[src/core/src_ctl_defs.svh]
// Register offsets, field positions, reset values and counts for the converter control.
`ifndef SRC_CTL_DEFS_SVH
`define SRC_CTL_DEFS_SVH

`define ADDR_CONTROL_ONE 7'h2D
`define ADDR_CONTROL_TWO 7'h2E
`define ADDR_ATTEN_LEFT 7'h30
`define ADDR_ATTEN_RIGHT 7'h31
`define ADDR_PAGE 7'h7F

`define RESET_CONTROL_ONE 8'h00
`define RESET_CONTROL_TWO 8'h00
`define RESET_ATTEN 8'h00
`define RESET_PAGE 2'h0
`define PAGE_CONTROL 2'h0

`define WMASK_CONTROL_ONE 8'h5F
`define WMASK_CONTROL_TWO 8'h3F

`define ONE_INSEL_LSB 0
`define ONE_CLKSEL_LSB 2
`define ONE_MUTE_BIT 4
`define ONE_TRACK_BIT 6
`define TWO_GRP_LSB 0
`define TWO_DDN_BIT 2
`define TWO_DEM_LSB 3
`define TWO_AUTO_BIT 5

`define PREBUF_64 7'h40
`define PREBUF_32 7'h20
`define PREBUF_16 7'h10
`define PREBUF_8 7'h08

`define ATTEN_STEPS_PER_SHIFT 8'h0C
`define GAIN_FRAC_BITS 8'h10

`endif

[src/core/src_ctl_pkg.sv]
// Types shared by the converter control files.
package src_ctl_pkg;

	typedef struct packed {
		logic valid;
		logic signed [23:0] left;
		logic signed [23:0] right;
	} sample_t;

	typedef enum logic [1:0] {
		IN_PORT_A = 2'h0,
		IN_PORT_B = 2'h1,
		IN_RECEIVER = 2'h2,
		IN_RESERVED = 2'h3
	} input_sel_t;

	typedef enum logic [1:0] {
		CLK_MASTER = 2'h0,
		CLK_RECEIVER_IN = 2'h1,
		CLK_RECOVERED_OUT = 2'h2,
		CLK_RESERVED = 2'h3
	} refclk_sel_t;

	typedef enum logic [1:0] {
		DEEMPH_OFF = 2'h0,
		DEEMPH_48K = 2'h1,
		DEEMPH_44K1 = 2'h2,
		DEEMPH_32K = 2'h3
	} deemph_t;

	typedef struct packed {
		logic auto_deemph_enable;
		logic [1:0] manual_deemph_select;
		logic direct_downsample_bit;
		logic [1:0] group_delay_select;
	} control_two_t;

	typedef struct packed {
		logic track;
		logic mute;
		logic [1:0] src_refclk_select;
		logic [1:0] src_input_select;
	} control_one_t;

endpackage

[src/core/atten_gain.sv]
// Applies a 0.5 dB-per-step attenuation to one signed audio sample.
`timescale 1ns/1ps
`include "src_ctl_defs.svh"

module atten_gain (
	input wire logic [7:0] steps,
	input wire logic signed [23:0] din,
	output logic signed [23:0] dout
);

	logic [7:0] shift_whole;
	logic [7:0] frac_step;
	logic [16:0] mant;
	logic signed [41:0] prod;
	logic signed [41:0] scaled;
	logic [7:0] shift_total;

	// Twelve half-dB steps make one 6.02 dB halving, done as a shift.
	assign shift_whole = steps / `ATTEN_STEPS_PER_SHIFT;
	assign frac_step = steps % `ATTEN_STEPS_PER_SHIFT;
	assign shift_total = shift_whole + `GAIN_FRAC_BITS;

	always_comb
	begin
		case (frac_step)
			8'h00: mant = 17'h10000;
			8'h01: mant = 17'h0F1AE;
			8'h02: mant = 17'h0E429;
			8'h03: mant = 17'h0D766;
			8'h04: mant = 17'h0CB59;
			8'h05: mant = 17'h0BFF9;
			8'h06: mant = 17'h0B53C;
			8'h07: mant = 17'h0AB19;
			8'h08: mant = 17'h0A186;
			8'h09: mant = 17'h0987D;
			8'h0A: mant = 17'h08FF6;
			default: mant = 17'h087E8;
		endcase
	end

	assign prod = din * $signed({1'b0, mant});
	assign scaled = prod >>> shift_total;
	// A zero setting passes the sample bit-exact.
	assign dout = (steps == 8'h00) ? din : scaled[23:0];

endmodule

[src/core/deemph_select.sv]
// Chooses the effective de-emphasis mode from manual or channel-status input.
`timescale 1ns/1ps

module deemph_select (
	input wire logic auto_enable,
	input wire logic [1:0] manual_select,
	input wire logic [7:0] cs_byte0,
	input wire logic [7:0] cs_byte3,
	output src_ctl_pkg::deemph_t mode
);

	logic consumer;
	logic emph_5015;
	src_ctl_pkg::deemph_t auto_mode;

	// Consumer format only: bit 0 low, emphasis code 001 in bits 5..3.
	assign consumer = ~cs_byte0[0];
	assign emph_5015 = consumer & (cs_byte0[5:3] == 3'h1);

	always_comb
	begin
		auto_mode = src_ctl_pkg::DEEMPH_OFF;
		if (emph_5015)
		begin
			case (cs_byte3[3:0])
				4'h0: auto_mode = src_ctl_pkg::DEEMPH_44K1;
				4'h2: auto_mode = src_ctl_pkg::DEEMPH_48K;
				4'h3: auto_mode = src_ctl_pkg::DEEMPH_32K;
				default: auto_mode = src_ctl_pkg::DEEMPH_OFF;
			endcase
		end
	end

	// The manual field has no say while automatic mode is on.
	assign mode = auto_enable ? auto_mode :
		src_ctl_pkg::deemph_t'(manual_select);

endmodule

[src/core/src_control_config.sv]
// Converter control registers and the input, mute and attenuation path.
`timescale 1ns/1ps
`include "src_ctl_defs.svh"

module src_control_config (
	input wire logic clk_sys,
	input wire logic sys_rst,
	input wire logic reg_wr_en,
	input wire logic reg_rd_en,
	input wire logic [6:0] reg_addr,
	input wire logic [7:0] reg_wdata,
	output logic [7:0] reg_rdata,
	output logic reg_rd_valid,
	input wire src_ctl_pkg::sample_t port_a_in,
	input wire src_ctl_pkg::sample_t port_b_in,
	input wire src_ctl_pkg::sample_t receiver_in,
	input wire logic [7:0] cs_byte0,
	input wire logic [7:0] cs_byte3,
	output src_ctl_pkg::sample_t src_input,
	output src_ctl_pkg::sample_t sample_out,
	output src_ctl_pkg::refclk_sel_t refclk_select,
	output logic [6:0] prebuffer_depth,
	output logic direct_downsample,
	output src_ctl_pkg::deemph_t deemph_mode,
	output logic [7:0] atten_left_eff,
	output logic [7:0] atten_right_eff
);

	src_ctl_pkg::control_one_t one_reg;
	src_ctl_pkg::control_two_t two_reg;
	logic [7:0] left_attenuation_reg;
	logic [7:0] right_attenuation_reg;
	logic [1:0] page_reg;

	logic page_zero;
	logic wr_one;
	logic wr_two;
	logic wr_left;
	logic wr_right;
	logic wr_page;
	logic [7:0] one_next;
	logic [7:0] two_next;
	logic [7:0] one_read;
	logic [7:0] two_read;
	logic [7:0] rdata_next;

	src_ctl_pkg::input_sel_t in_sel;
	src_ctl_pkg::sample_t in_pick;
	src_ctl_pkg::refclk_sel_t clk_pick;
	logic [6:0] depth_pick;
	logic [7:0] left_steps;
	logic [7:0] right_steps;
	logic signed [23:0] left_att;
	logic signed [23:0] right_att;
	src_ctl_pkg::sample_t out_next;
	src_ctl_pkg::deemph_t deemph_pick;

	// The page register answers on every page; the rest only on page 0.
	assign page_zero = (page_reg == `PAGE_CONTROL);
	assign wr_page = reg_wr_en & (reg_addr == `ADDR_PAGE);
	assign wr_one = reg_wr_en & page_zero & (reg_addr == `ADDR_CONTROL_ONE);
	assign wr_two = reg_wr_en & page_zero & (reg_addr == `ADDR_CONTROL_TWO);
	assign wr_left = reg_wr_en & page_zero & (reg_addr == `ADDR_ATTEN_LEFT);
	assign wr_right = reg_wr_en & page_zero &
		(reg_addr == `ADDR_ATTEN_RIGHT);

	assign one_next = reg_wdata & `WMASK_CONTROL_ONE;
	assign two_next = reg_wdata & `WMASK_CONTROL_TWO;

	assign one_read = {1'b0, one_reg.track, 1'b0, one_reg.mute,
		one_reg.src_refclk_select, one_reg.src_input_select};
	assign two_read = {2'b00, two_reg};

	always_comb
	begin
		rdata_next = 8'h00;
		if (reg_addr == `ADDR_PAGE)
			rdata_next = {6'h00, page_reg};
		else if (page_zero)
		begin
			case (reg_addr)
				`ADDR_CONTROL_ONE: rdata_next = one_read;
				`ADDR_CONTROL_TWO: rdata_next = two_read;
				`ADDR_ATTEN_LEFT: rdata_next = left_attenuation_reg;
				`ADDR_ATTEN_RIGHT: rdata_next = right_attenuation_reg;
				default: rdata_next = 8'h00;
			endcase
		end
	end

	always_ff @(posedge clk_sys or posedge sys_rst)
	begin
		if (sys_rst)
		begin
			one_reg <= src_ctl_pkg::control_one_t'(6'(`RESET_CONTROL_ONE));
			two_reg <= src_ctl_pkg::control_two_t'(6'(`RESET_CONTROL_TWO));
			left_attenuation_reg <= `RESET_ATTEN;
			right_attenuation_reg <= `RESET_ATTEN;
			page_reg <= `RESET_PAGE;
		end
		else
		begin
			if (wr_one)
				one_reg <= {one_next[6], one_next[4:0]};
			if (wr_two)
				two_reg <= two_next[5:0];
			if (wr_left)
				left_attenuation_reg <= reg_wdata;
			if (wr_right)
				right_attenuation_reg <= reg_wdata;
			if (wr_page)
				page_reg <= reg_wdata[1:0];
		end
	end

	always_ff @(posedge clk_sys or posedge sys_rst)
	begin
		if (sys_rst)
		begin
			reg_rdata <= 8'h00;
			reg_rd_valid <= 1'b0;
		end
		else
		begin
			reg_rd_valid <= reg_rd_en;
			if (reg_rd_en)
				reg_rdata <= rdata_next;
		end
	end

	// Source selection; the reserved code falls back to port A.
	assign in_sel = src_ctl_pkg::input_sel_t'(one_reg.src_input_select);

	always_comb
	begin
		case (in_sel)
			src_ctl_pkg::IN_PORT_B: in_pick = port_b_in;
			src_ctl_pkg::IN_RECEIVER: in_pick = receiver_in;
			default: in_pick = port_a_in;
		endcase
	end

	// The reserved clock code falls back to the master clock.
	always_comb
	begin
		case (one_reg.src_refclk_select)
			2'h1: clk_pick = src_ctl_pkg::CLK_RECEIVER_IN;
			2'h2: clk_pick = src_ctl_pkg::CLK_RECOVERED_OUT;
			default: clk_pick = src_ctl_pkg::CLK_MASTER;
		endcase
	end

	always_comb
	begin
		case (two_reg.group_delay_select)
			2'h1: depth_pick = `PREBUF_32;
			2'h2: depth_pick = `PREBUF_16;
			2'h3: depth_pick = `PREBUF_8;
			default: depth_pick = `PREBUF_64;
		endcase
	end

	assign left_steps = left_attenuation_reg;
	assign right_steps = one_reg.track ? left_attenuation_reg :
		right_attenuation_reg;

	atten_gain left_gain (
		.steps(left_steps),
		.din(src_input.left),
		.dout(left_att)
	);

	atten_gain right_gain (
		.steps(right_steps),
		.din(src_input.right),
		.dout(right_att)
	);

	deemph_select deemph (
		.auto_enable(two_reg.auto_deemph_enable),
		.manual_select(two_reg.manual_deemph_select),
		.cs_byte0(cs_byte0),
		.cs_byte3(cs_byte3),
		.mode(deemph_pick)
	);

	// Muting keeps the sample strobe so downstream timing is unchanged.
	always_comb
	begin
		out_next.valid = src_input.valid;
		out_next.left = one_reg.mute ? 24'sh000000 : left_att;
		out_next.right = one_reg.mute ? 24'sh000000 : right_att;
	end

	always_ff @(posedge clk_sys or posedge sys_rst)
	begin
		if (sys_rst)
		begin
			src_input <= '0;
			sample_out <= '0;
			refclk_select <= src_ctl_pkg::CLK_MASTER;
			prebuffer_depth <= `PREBUF_64;
			direct_downsample <= 1'b0;
			deemph_mode <= src_ctl_pkg::DEEMPH_OFF;
			atten_left_eff <= `RESET_ATTEN;
			atten_right_eff <= `RESET_ATTEN;
		end
		else
		begin
			src_input <= in_pick;
			sample_out <= out_next;
			refclk_select <= clk_pick;
			prebuffer_depth <= depth_pick;
			direct_downsample <= two_reg.direct_downsample_bit;
			deemph_mode <= deemph_pick;
			atten_left_eff <= left_steps;
			atten_right_eff <= right_steps;
		end
	end

endmodule

[config.mk]
export PLATFORM = sky130hd
export DESIGN_NAME = src_control_config
export DESIGN_NICKNAME = d
export VERILOG_FILES = /design/src/core/src_ctl_pkg.sv /design/src/core/atten_gain.sv /design/src/core/deemph_select.sv /design/src/core/src_control_config.sv
export VERILOG_INCLUDE_DIRS = /design/src /design/src/core
export SDC_FILE = /design/constraint.sdc
export NUM_CORES = 2
export LEC_CHECK = 0
export BUFFER_PORTS_ARGS = -buffer_cell sky130_fd_sc_hd__buf_4
export CAP_MARGIN = 20
export CORE_MARGIN = 2
export CORE_UTILIZATION = 45
export CTS_CLUSTER_SIZE = 16
export DETAILED_ROUTE_END_ITERATION = 10
export SYNTH_ARGS = -nofsm -noshare
export SYNTH_HDL_FRONTEND = slang
export SYNTH_SLANG_ARGS = --single-unit
[constraint.sdc]
create_clock -name clk_sys -period 11.79 [get_ports clk_sys]
set_input_delay 3.537 -clock clk_sys [delete_from_list [all_inputs] [get_ports clk_sys]]
set_output_delay 3.537 -clock clk_sys [all_outputs]
set_load 0.02 [all_outputs]
==> flow_summary.json <==
{
  "synth_edf_count": 0,
  "avgSynthCellArea_um2": 8.60,
  "die_h_um": 305,
  "drive_above_1_share_pct": 11.0,
  "ys_warn_count": 0,
  "clkTransAtPathRegs_ps": 80,
  "reg2reg_from": "one_read[6]",
  "maxCapViolations": 0,
  "fp.dieW_um": 305,
  "cts_tree": "yes",
  "maxSlewHeadroom_pct": 19.4,
  "fin_crit_sh_pct": 93.2,
  "dpl.hpwl_um": 100000,
  "mappedNetlistArea_mm2": 0.0408,
  "route.vias.total": 33200,
  "port_buffers": 305,
  "worst_pin_slew_ps": 1210,
  "synth_area_leaders": "fa_1 (39%), dfrtp_1 (9.9%), inv_1 (9.4%), ha_1 (6.7%), nand2_1 (6.3%)",
  "post_cts_buffers": 0,
  "outcome": "completed",
  "start_kind": "flop",
  "htreeDepth": 4,
  "cp.required_ps": 12210,
  "netlist_instances": 4743,
  "dieArea_mm2": 0.0931,
  "finalCriticalPeriod_ps": 10990,
  "grt_setup_unrepaired": "false",
  "drc": 0,
  "startpoint": "one_read[6]",
  "final_nets": 6123,
  "r2r_cells": 32,
  "cts-root-buf": "clkbuf_16",
  "hold_path.class": "flop to flop",
  "largestRegisters": "sample_out (49), src_input (49)",
  "synth_cell_types": 96,
  "cts_sinks": 162,
  "synth_commonest_cells": "inv_1 (1026), fa_1 (802), nand2_1 (684)",
  "grt_usage_pct": 28.4,
  "start_util_pct": 45.4,
  "rrSetupSlack_ps": 800,
  "timing.fmax_mhz": 91.0,
  "ioPinCount": 317,
  "rows": 110,
  "wl_per_cell_um": 20.8,
  "r2r-end": "sample_out[7]",
  "synth_top_area_cell": "fa_1",
  "crit_type": "flop to flop",
  "synthToLayoutAreaGrowth_pct": 10.6,
  "clockBufferDepth": 2,
  "crit_path_end_kind": "flop",
  "drt_first_pass_iters": 5,
  "wirelength_um": 127000,
  "max_stage_delay_ps": 730,
  "grt_first_pass_wirelength_um": 203000,
  "overflow": 0,
  "ys_seq_area_share_pct": 9.94,
  "place_congestion": 0.971,
  "finalSetupViolCount": 0,
  "cp_slowest_cell": "dfrtp_1",
  "drv_slew": 0,
  "arrival_ps": 11410,
  "crit_end": "sample_out[7]",
  "fin_skew_ps": 19.0,
  "synth_most_common_cell": "inv_1",
  "drt_iter0_drc": 2065,
  "antenna_found_initial": 5,
  "grt_max_degree": 99,
  "finalHoldViolations": 0,
  "path_common_cell": "fa_1",
  "synth_ff_type": "dfrtp_1",
  "clkLatencyLatePin_ps": 530,
  "cts_buffers": 17,
  "viasPerCell": 5.43,
  "postRouteAntennaNets": 0,
  "coreArea_mm2": 0.0899,
  "synth_seq_cells": 162,
  "yosys.area.top_type_share_pct": 39.3,
  "grt_pass1_vias": 35500,
  "crit_fanout": 21,
  "ys_async_sr_fraction_pct": 100,
  "fin_tns_setup_ps": 0
}
-- metrics by stage --
step	util, %	worst slack [ps]	area, um2	cells	hold slack, ps
finish	50.2	798	45100	6110	377
CTS	50.2	766	45100	6109	379
detailed placement	49.6	802	44600	6077	362
floorplan	-	2570	40800	4745	349
global placement	49.6	891	44600	6077	362
global route	50.2	38.1	45100	6109	397
-- layer usage --
| layer | vias to the layer above | track usage (%) | wire [um] |
|---|---|---|---|
| li1 | 15000 | - | - |
| met1 | 16900 | 35.0 | 51300 |
| met2 | 985 | 50.1 | 64300 |
| met3 | 201 | 4.44 | 6800 |
| met4 | 10 | 10.7 | 4750 |
| met5 | - | 0 | 58 |
-- cell families after synthesis --
logic type | count (synthesis) | synth area share (%)
fa+ha+maj | 1021 | 46.1
compound gates | 691 | 11.3
other cells | 1 | 0.00919
xor+xnor | 66 | 1.45
buf+inv | 1288 | 12.0
simple gates | 1406 | 16.4
mux | 108 | 2.87
flops | 162 | 9.94
-- placed cells by master, fill, tap and decap left out, types with 15 or more instances in the layout --
master	instances
nor2b_1	74
nor3_1	36
xnor2_1	45
a22oi_1	65
xor2_1	20
buf_4	412
o211ai_1	40
and3_1	47
nand2b_1	15
o21ai_0	154
and2_1	289
nand4_1	22
o21a_1	15
a21oi_1	144
fa_1	802
a21o_1	17
a211oi_1	37
a31oi_1	23
mux2i_1	52
nor2_1	149
nand2_1	684
mux2_2	47
nand3_1	25
ha_1	217
clkbuf_16	17
dfrtp_1	161
o22ai_1	25
inv_1	1025
-- timing repair --
item | CTS | global route
hold buffers | 0 | 0
setup endpoints to repair | 0 | 1
gates resized for setup | 0 | 1
-- area by class of cell --
type	count	area, um2
fill	8715	44700
multi-input combinational	3295	32000
timing repair buffer	416	3170
tap	1176	1470
antenna	1	2.50
sequential	162	4060
inverter	1028	3870
clock inverter	14	145
clock buffer	18	429
-- worst min path at each step --
stage                                  from           endpoint  cells after the start
floorplan           left_attenuation_reg[4]  atten_left_eff[4]                      0
global placement              src_input[48]     sample_out[48]                      0
detailed placement            src_input[48]     sample_out[48]                      0
CTS                           src_input[48]     sample_out[48]                      0
global route                  src_input[48]     sample_out[48]                      0
finish                        src_input[48]     sample_out[48]                      0
-- worst max-delay path, delay by kind of cell (launching register included) --
family,cells,cell delay (ps)
buffers and inverters,6,1140
AO/OA/AOI/OAI,9,2480
AND/OR/NAND/NOR,9,2410
multiplexers,1,510
flip-flops,1,730
adder cells (fa/ha/maj),7,3600
Power is not shown: default switching activity piles up to over one toggle a cycle in this logic, so the estimate is an artifact.
